**src/swr_pkg.sv**
```systemverilog
package swr_pkg;
   // ------------------------------------------------------------------
   // Frame layout
   // ------------------------------------------------------------------
   localparam int          SWR_WORD_W    = 24;
   localparam int          SWR_ADDR_W    = 6;
   localparam int          SWR_DEPTH     = 64;
   localparam logic [7:0]  SWR_CMD_WORD  = 8'h01;
   localparam logic [1:0]  SWR_CODE_RD   = 2'h0;
   localparam logic [1:0]  SWR_CODE_WR   = 2'h2;
   localparam logic [2:0]  SWR_BIT_LAST  = 3'h7;
   localparam logic [2:0]  SWR_BYTE_CMD  = 3'h0;
   localparam logic [2:0]  SWR_BYTE_ADR  = 3'h1;
   localparam logic [2:0]  SWR_BYTE_D0   = 3'h2;
   localparam logic [2:0]  SWR_BYTE_D2   = 3'h4;
   localparam logic [2:0]  SWR_BYTE_DONE = 3'h5;

   // ------------------------------------------------------------------
   // Transaction kinds
   // ------------------------------------------------------------------
   typedef enum logic [1:0] {
      SWR_IDLE  = 2'b00,
      SWR_READ  = 2'b01,
      SWR_WRITE = 2'b10,
      SWR_SKIP  = 2'b11
   } swr_mode_e;
endpackage : swr_pkg

```
**src/swr_sync.sv**
```systemverilog
module swr_sync
   import swr_pkg::*;
#(
   parameter int WIDTH = 3
) (
   // Clock and reset
   input  wire logic             clk,
   input  wire logic             reset,
   // Asynchronous levels in, settled levels out
   input  wire logic [WIDTH-1:0] async_in,
   input  wire logic [WIDTH-1:0] init_val,
   output logic      [WIDTH-1:0] sync_out
);
   typedef struct packed {
      logic [WIDTH-1:0] meta;
      logic [WIDTH-1:0] sync;
   } swr_sync_s;

   swr_sync_s st_q;
   swr_sync_s st_d;

   // ------------------------------------------------------------------
   // Two stages; only the second stage is read outside
   // ------------------------------------------------------------------
   always_comb begin
      st_d      = st_q;
      st_d.meta = async_in;
      st_d.sync = st_q.meta;
   end

   // Reset takes the idle pin levels so no false edge follows release
   always_ff @(posedge clk) begin
      if (reset) begin
         st_q.meta <= init_val;
         st_q.sync <= init_val;
      end else begin
         st_q <= st_d;
      end
   end

   assign sync_out = st_q.sync;
endmodule : swr_sync

```
**src/swr_slave.sv**
```systemverilog
module swr_slave
   import swr_pkg::*;
#(
   parameter int WORD_W = SWR_WORD_W,
   parameter int ADDR_W = SWR_ADDR_W
) (
   // Clock and reset
   input  wire logic clk,
   input  wire logic reset,
   // Serial link pins; the inputs come from the host's domain, data out and its enable from ours
   input  wire logic chip_select_n,
   input  wire logic sck,
   input  wire logic serial_in,
   output logic      serial_out,
   output logic      serial_out_oe
);
   localparam int DEPTH = 1 << ADDR_W;

   // Elaboration-time check: the frame carries exactly 24 bits and 6 address bits
   if (WORD_W != SWR_WORD_W || ADDR_W != SWR_ADDR_W || DEPTH != SWR_DEPTH) begin : g_chk
      $error("swr_slave: word must be 24 bits and address 6 bits");
   end

   typedef struct packed {
      logic              sck_prev;
      logic [2:0]        bit_cnt;
      logic [2:0]        byte_cnt;
      logic [7:0]        shift_in;
      swr_mode_e         mode;
      logic [ADDR_W-1:0] addr;
      logic [WORD_W-1:0] shift_out;
      logic              out_bit;
      logic              oe;
      logic              wr_en;
      logic [ADDR_W-1:0] wr_addr;
      logic [WORD_W-1:0] wr_data;
   } swr_state_s;

   swr_state_s        st_q;
   swr_state_s        st_d;
   logic [2:0]        pins_s;
   logic              cs_n_s;
   logic              sck_s;
   logic              sdi_s;
   logic              rise;
   logic              fall;
   logic [7:0]        byte_now;
   logic [WORD_W-1:0] mem [DEPTH];
   logic [WORD_W-1:0] rd_word;

   // ------------------------------------------------------------------
   // Pin synchronisers
   // ------------------------------------------------------------------
   swr_sync #(.WIDTH(3)) u_sync (
      .clk      (clk),
      .reset    (reset),
      .async_in ({chip_select_n, sck, serial_in}),
      .init_val (3'h7),
      .sync_out (pins_s)
   );

   assign cs_n_s = pins_s[2];
   assign sck_s  = pins_s[1];
   assign sdi_s  = pins_s[0];

   // Edges of the host clock, found on our clock; only sampled when selected
   assign rise     = !cs_n_s && sck_s && !st_q.sck_prev;
   assign fall     = !cs_n_s && !sck_s && st_q.sck_prev;
   assign byte_now = {st_q.shift_in[6:0], sdi_s};
   assign rd_word  = mem[st_q.addr];

   // ------------------------------------------------------------------
   // Serial engine
   // ------------------------------------------------------------------
   // Nothing advances without an edge, so clock pauses simply hold state
   always_comb begin
      st_d          = st_q;
      st_d.sck_prev = sck_s;
      st_d.wr_en    = 1'b0;
      if (cs_n_s) begin
         // Select released: fresh frame next time, partial write dropped
         st_d.bit_cnt  = '0;
         st_d.byte_cnt = SWR_BYTE_CMD;
         st_d.mode     = SWR_IDLE;
         st_d.oe       = 1'b0;
         st_d.out_bit  = 1'b1;
      end else begin
         if (rise) begin
            st_d.shift_in = byte_now;
            st_d.bit_cnt  = st_q.bit_cnt + 3'h1;
            if (st_q.bit_cnt == SWR_BIT_LAST) begin
               if (st_q.byte_cnt != SWR_BYTE_DONE) begin
                  st_d.byte_cnt = st_q.byte_cnt + 3'h1;
               end
               unique case (st_q.byte_cnt)
                  SWR_BYTE_CMD: begin
                     // Unknown command: ignore rest of frame
                     st_d.mode = (byte_now == SWR_CMD_WORD) ? SWR_IDLE : SWR_SKIP;
                  end
                  SWR_BYTE_ADR: begin
                     st_d.addr = byte_now[7 -: ADDR_W];
                     if (st_q.mode == SWR_SKIP) begin
                        st_d.mode = SWR_SKIP;
                     end else if (byte_now[1:0] == SWR_CODE_RD) begin
                        st_d.mode = SWR_READ;
                     end else if (byte_now[1:0] == SWR_CODE_WR) begin
                        st_d.mode = SWR_WRITE;
                     end else begin
                        st_d.mode = SWR_SKIP;
                     end
                  end
                  default: begin
                     // Data bytes: collect write data MSB first
                     if (st_q.mode == SWR_WRITE) begin
                        st_d.wr_data = {st_q.wr_data[WORD_W-9:0], byte_now};
                        if (st_q.byte_cnt == SWR_BYTE_D2) begin
                           st_d.wr_en   = 1'b1;
                           st_d.wr_addr = st_q.addr;
                        end
                     end
                  end
               endcase
            end
         end
         if (fall) begin
            // Output moves only on falling edges, and only for read data
            if (st_q.mode == SWR_READ && st_q.byte_cnt >= SWR_BYTE_D0
                && st_q.byte_cnt < SWR_BYTE_DONE) begin
               if (st_q.byte_cnt == SWR_BYTE_D0 && st_q.bit_cnt == '0) begin
                  st_d.out_bit   = rd_word[WORD_W-1];
                  st_d.shift_out = {rd_word[WORD_W-2:0], 1'b0};
               end else begin
                  st_d.out_bit   = st_q.shift_out[WORD_W-1];
                  st_d.shift_out = {st_q.shift_out[WORD_W-2:0], 1'b0};
               end
               st_d.oe = 1'b1;
            end else begin
               st_d.oe = 1'b0;
            end
         end
      end
   end

   always_ff @(posedge clk) begin
      if (reset) begin
         st_q           <= '0;
         st_q.sck_prev  <= 1'b1;
         st_q.out_bit   <= 1'b1;
         st_q.mode      <= SWR_IDLE;
      end else begin
         st_q <= st_d;
      end
   end

   // ------------------------------------------------------------------
   // Word memory, written once per complete write frame
   // ------------------------------------------------------------------
   always_ff @(posedge clk) begin
      if (st_q.wr_en) begin
         mem[st_q.wr_addr] <= st_q.wr_data;
      end
   end

   // Pins never drive clock or select; only data out is ours
   assign serial_out    = st_q.out_bit;
   assign serial_out_oe = st_q.oe;
endmodule : swr_slave

```
**config.mk**
```make
export PLATFORM = sky130hd
export DESIGN_NAME = swr_slave
export DESIGN_NICKNAME = d
export VERILOG_FILES = /design/src/swr_pkg.sv /design/src/swr_sync.sv /design/src/swr_slave.sv
export SDC_FILE = /design/constraint.sdc
export NUM_CORES = 1
export LEC_CHECK = 0
export ABC_AREA = 1
export ABC_CLOCK_PERIOD_IN_PS = 6500
export BUFFER_PORTS_ARGS = -buffer_cell sky130_fd_sc_hd__buf_2
export CAP_MARGIN = 10
export CELL_PAD_IN_SITES_DETAIL_PLACEMENT = 2
export CELL_PAD_IN_SITES_GLOBAL_PLACEMENT = 2
export CORE_ASPECT_RATIO = 1.4
export CORE_MARGIN = 5
export CORE_UTILIZATION = 30
export CTS_BUF_LIST = sky130_fd_sc_hd__clkbuf_8
export CTS_CLUSTER_DIAMETER = 120
export DETAILED_ROUTE_END_ITERATION = 8
export PLACE_DENSITY_LB_ADDON = 0.1
export RECOVER_POWER = 25
export SLEW_MARGIN = 10
export SYNTH_ARGS = -nofsm -noshare
export SYNTH_HDL_FRONTEND = slang
export SYNTH_HIERARCHICAL = 1
export SYNTH_SLANG_ARGS = --single-unit
```
**constraint.sdc**
```tcl
create_clock -name clk -period 6.5 [get_ports clk]
set_input_delay 1.3 -clock clk [delete_from_list [all_inputs] [get_ports clk]]
set_output_delay 1.3 -clock clk [all_outputs]
set_load 0.02 [all_outputs]
```
==> results of run 1 <==
[metrics by stage]
stage                     cells  worst slack (ns)  instance area [um2]
after floorplan            5557             2.807                65210
after global placement     8181             2.888                68560
after detailed placement   8181             2.898                68560
after CTS                  8659             2.876                73400
after global routing       8662             1.975                73350
final                      8665             2.029                73350
[placed cells by master (no fill, tap or decap), types with 3 or more instances in the layout]
cell type	netlist	final
nor3_1	3	3
clkinvlp_4	0	7
o21ai_0	42	42
nand3_1	1405	1404
a21oi_1	83	83
clkbuf_1	70	8
ha_1	7	7
clkinv_2	0	8
inv_1	40	149
dfxtp_4	0	4
buf_2	198	6
dfxtp_1	90	83
edfxtp_1	1536	1536
o21ai_1	4	4
nor2_2	0	12
buf_12	0	12
dfxtp_2	0	3
diode_2	0	6
nand2_1	1834	1834
nand4_1	12	12
nor2_4	0	44
nor4_2	0	8
inv_6	0	5
nor2_1	115	59
clkbuf_8	0	293
buf_4	48	103
conb_1	1	3
clkinv_1	3	56
[path summary, 6_finish.rpt]
kind | start | to
worst max-delay path | st_q[18]$_SDFFE_PP0P_ | mem[39][18]$_DFFE_PP_
worst min-delay path | u_sync/sync_out[1]$_DFF_P_ | st_q[79]$_SDFF_PP1_
worst max register to register | st_q[18]$_SDFFE_PP0P_ | mem[39][18]$_DFFE_PP_
worst min register to register | u_sync/sync_out[1]$_DFF_P_ | st_q[79]$_SDFF_PP1_
[power by group]
group	switching [mW]	total, mW	leakage [nW]	internal, mW
registers	0.00374	11.3	13.9	11.3
logic	0.0280	0.0362	8.47	0.00817
clock network	4.29	8.52	2.86	4.23
[logic make-up after synthesis]
family / count (synthesis) / share of synthesized area, %
buffers and inverters: 409 / 3.084
other: 1 / 0.005751
adder cells (fa/ha/maj): 7 / 0.1343
flip-flops: 1626 / 73.50
AO/OA/AOI/OAI: 133 / 1.032
AND/OR/NAND/NOR: 3379 / 22.24
[state kept, by name, summed over array words and instances, names as in the netlist, named ones only]
register	cells
u_sync/sync_out	3
st_q	69
u_sync/st_d	3
serial_out_oe	1
serial_out	1
byte_now	7
mem	1536
[synthesized netlist by cell type, drive strengths merged (2+ instances only)]
cell type / number
buf: 291
nand3: 1406
inv: 45
nand4: 12
clkinv: 3
o21ai: 46
dfxtp: 90
nor2: 115
nor4: 9
nand2: 1834
clkbuf: 70
a21oi: 83
ha: 7
nor3: 3
edfxtp: 1536
o22ai: 2
[layer usage]
metal	wire [um]	part of all wire, %
met5	0	0
met2	127600	52
met1	102200	42
met4	6949	2.8
met3	7339	3.0
[cell type report]
cell class | instances | area, um2
antenna | 6 | 15.01
clock buffer | 293 | 4033
clock inverter | 185 | 808.3
fill | 22900 | 143000
inverter | 48 | 214.0
multi-input combinational | 3522 | 15690
sequential | 1626 | 47940
tap | 2856 | 3573
timing repair buffer | 129 | 1074
==> summary.txt, run 1 <==
Largest area contributor in the netlist -> edfxtp_1
Global route hottest layer -> met2
Initial antenna violation count -> 12
Post-synthesis sequential area ratio -> 73.50%
Residual DRC -> 0
Routed WL -> 244100 um
Worst-path clk slew -> 0.06 ns
CP required -> 6.51 ns
Hold-fix buffers, CTS -> 0
Number of port buffers -> 6
Vias in the first global route -> 48682
Hold path cells -> 2
Met3 Usage GRT -> 2.600%
Largest stage delay, worst path -> 3.17 ns
Worst-Margin Slew -> 4.572 ns
Skew final -> 0.07446 ns
Cells after synthesis -> 5555
Worst Reg-to-Reg Cells -> 1
Worst VDD drop -> 171.1 uV
Total Power -> 19.85 mW
Detailed Route Iter0 Violations -> 2608
Core Box Area -> 216300 um2
CTS tree -> done
CP Cell Sequence -> clkbuf_1
Clock Path Buffers -> 4
Top cell type's share of synthesized area -> 70.74%
Period minus WS final -> 4.471 ns
Async SR Flop Fraction -> 0%
Chip Width -> 404.0 um
Largest cells by area after synthesis -> edfxtp_1, nand3_1, nand2_1
Max_cap viols -> 16
DP Wirelength -> 133300 um
DR pass1 iterations -> 5
Initial core utilization -> 30.14%
Critical path's top delay family -> buffers and inverters
Final Cycle Share -> 68.78%
Share of layout cells above drive strength 1 -> 8.875%
Die Y -> 561.6 um
Synth Flop Type -> edfxtp_1
Unrepaired setup endpoints after global routing -> false
Final setup TNS -> 0 ns
Clock sinks -> 1626
Antenna Violating Nets Remaining -> 0
M2 GR Usage -> 38.81%
R2R setup slack -> 2.03 ns
Levels on crit path -> 1
Worst hold path type -> flop to flop
Post-synth cell types -> 26
PostCTS Resize Cnt -> 0
CTS root buf -> clkbuf_8
Global route overflow -> 0
Yosys reg bits -> 1626
EDFF count, synth -> 1536
Worst-Skew Late Latency -> 0.94 ns
Status -> finished, violations left
Site Rows -> 202
Max FO, Critical Path -> 65
Crit path max-delay cell type -> clkbuf_1
PD cells -> 270.6 nW/um2
Total die area -> 226900 um2
Finished Core Util -> 33.91%
Critical path buffers and inverters -> 1
Global-route wire length before repair -> 350300 um
Worst hold margin -> 0.4407 ns
Via count -> 44289
Slew Limit Fails -> 737
CP arrival -> 4.48 ns
Violated checks -> capacitance limit, slew limit
Cell Area, Synth -> 65210 um2
Number of CTS-inserted buffers -> 285
CP Class -> flop to flop
Final setup fails -> 0
Gr usage total -> 21.13%
Slew headroom -> -204.8%
CP endpoint kind -> flop
Static leakage -> 25.24 nW
Syn-to-layout area delta -> 12.50%
Nets -> 5624
I/O pin count -> 7
Postcts setup bufs -> 0
Largest net degree at the start of global routing -> 189
Placer Congestion -> 0.7537
Crit start category -> flop
Hold Vio Cnt, Final -> 0
H-Tree Depth -> 5
Vias/cell -> 5.111
Wire per inst -> 28.17 um
Achievable frequency -> 223.7 MHz
Yosys warnings -> 6
Global Route met1 Usage -> 26.00%
Syn_area_per_cell -> 11.74 um2
(Power assumes the default switching activity.)
==> inputs of run 2 (changes only) <==
- ABC_CLOCK_PERIOD_IN_PS: 6500 -> 3900
- clock period: 6.5 -> 3.9 ns (I/O delays scaled with it)
==> run 2 against run 1 <==
Net effect: the flow still finishes with violations (capacitance limit, slew limit); cell area increased by 1.6%; sequential cell count unchanged; power increased by 70%; largest cell class unchanged.
==> summary.txt, run 2 (synthesis results as in run 1) <==
Residual DRC -> 0
Comb power frac -> 0.2%
Sw power -> 7.254 mW
R2R setup slack -> 0.44 ns
Slew Limit Fails -> 504
I/O pin count -> 7
Critical path's top delay family -> buffers and inverters
Crit path max-delay cell type -> dlymetal6s4s_1
Worst VDD drop -> 253.5 uV
Period minus WS final -> 3.458 ns
Status -> finished, violations left
Critical path buffers and inverters -> 1
Core Box Area -> 216300 um2
DP Wirelength -> 138700 um
Violated checks -> capacitance limit, slew limit
Sequential power share -> 55.8%
Top reg by flops -> mem
Total die area -> 226900 um2
H-Tree Depth -> 5
Worst-path clk slew -> 0.06 ns
Worst-Skew Late Latency -> 0.92 ns
Hold-fix buffers, CTS -> 3
Sw frac -> 21.51%
CP Cell Sequence -> dlymetal6s4s_1
Final WS setup -> 0.4421 ns
Number of CTS-inserted buffers -> 285
Global route overflow -> 0
Slew headroom -> -90.94%
Commonest cells after routing, fill and taps aside -> nand2_1, edfxtp_1, nand3_1, clkbuf_8, buf_4
Max_cap viols -> 16
Placer Congestion -> 0.7548
Static leakage -> 25.83 nW
CP arrival -> 3.90 ns
Site Rows -> 202
Achievable frequency -> 289.2 MHz
Initial core utilization -> 30.14%
Final instance area -> 74550 um2
CTS root buf -> clkbuf_8
Largest stage delay, worst path -> 1.50 ns
Worst hold path type -> flop to flop
Hold Vio Cnt, Final -> 0
Routed WL -> 245800 um
Worst-Margin Slew -> 2.864 ns
DR pass1 iterations -> 7
Gr usage total -> 21.30%
Number of port buffers -> 6
Postcts setup bufs -> 0
Vias in the first global route -> 48970
Pre-CTS WS -> 0.6654 ns
Die Y -> 561.6 um
Clock share of power -> 44.0%
Int Pwr -> 26.46 mW
CP Class -> flop to flop
Initial antenna violation count -> 16
Wire per inst -> 28.12 um
Detailed Route Iter0 Violations -> 2631
Global-route wire length before repair -> 352500 um
Unrepaired setup endpoints after global routing -> false
PD cells -> 452.3 nW/um2
Vias/cell -> 5.119
Final setup fails -> 0
Antenna Violating Nets Remaining -> 0
Final Cycle Share -> 88.66%
Crit start category -> flop
Final setup TNS -> 0 ns
Clock Path Buffers -> 4
Syn-to-layout area delta -> 14.33%
Clock sinks -> 1626
Number of flip-flops in the largest register -> 1536
CTS tree -> done
Largest net degree at the start of global routing -> 132
Most common cell after layout, fill and taps aside -> nand2_1
Via count -> 44742
Skew final -> 0.08792 ns
CP required -> 4.34 ns
PostCTS Resize Cnt -> 0
Chip Width -> 404.0 um
Max FO, Critical Path -> 34
Nets -> 5704
Share of layout cells above drive strength 1 -> 10.31%
CP endpoint kind -> flop
Area post-placement -> 69500 um2
==> run 2: changes by cell type in the layout (fill, tap and decap cells not counted), sizes merged <==
cell / before / now
buf: 121 / 193
clkbuf: 301 / 318
inv: 160 / 143
bufinv: 2 / 7
clkinv: 64 / 61
dlygate4sd3: 0 / 3
clkinvlp: 7 / 5
dlymetal6s4s: 0 / 1
==> run 2: stage by stage <==
step / instances / utilization (%) / total power [mW] / hold WS [ns]
5_1_grt: 8737 / 34.45 / 35.00 / 0.4221
4_1_cts: 8735 / 34.49 / 34.30 / 0.1663
3_3_place_gp: 8256 / 32.10 / 19.24 / 0.4115
6_report: 8741 / 34.46 / 33.72 / 0.4296
2_1_floorplan: 5557 / - / 19.22 / 0.3960
3_5_place_dp: 8258 / 32.12 / 19.24 / 0.4173
==> run 2: cell type report <==
cell class | instances | area [um2]
inverters | 48 | 214.0
well taps | 2856 | 3573
flip-flops and latches | 1626 | 47940
repair buffers | 209 | 2027
diodes | 6 | 15.01
fillers | 22748 | 141800
clock inverters | 168 | 875.8
multi-input cells | 3522 | 15690
clock buffers | 306 | 4212
==> run 2: worst min-delay path, stage by stage, from the launching register on <==
cell,delay [ns]
dfxtp_1,0.30
nand2_1,0.05
nand2_1,0.05
==> run 2: path summary, 6_finish.rpt <==
path	startpoint	end	depth (start not counted)
max	st_q[14]$_SDFFE_PP0P_	mem[43][14]$_DFFE_PP_	1
min	u_sync/st_d[1]$_DFF_P_	u_sync/sync_out[1]$_DFF_P_	2
max reg2reg	st_q[14]$_SDFFE_PP0P_	mem[43][14]$_DFFE_PP_	1
min reg2reg	u_sync/st_d[1]$_DFF_P_	u_sync/sync_out[1]$_DFF_P_	2
==> run 2: routing by layer <==
| layer | wire length (um) | global-route usage [%] |
|---|---|---|
| met1 | 103400 | 26.77 |
| met2 | 126300 | 38.34 |
| met3 | 8484 | 2.501 |
| met4 | 7611 | 6.619 |
| met5 | 0 | 0 |
==> run 2: power groups by stage <==
stage	logic, mW	registers, mW	clock network [mW]
floorplan	0.0349	19.2	0
global placement	0.0595	19.2	0
detailed placement	0.0603	19.2	0
CTS	0.0632	18.8	15.4
global route	0.0687	18.8	16.1
finish	0.0615	18.8	14.8
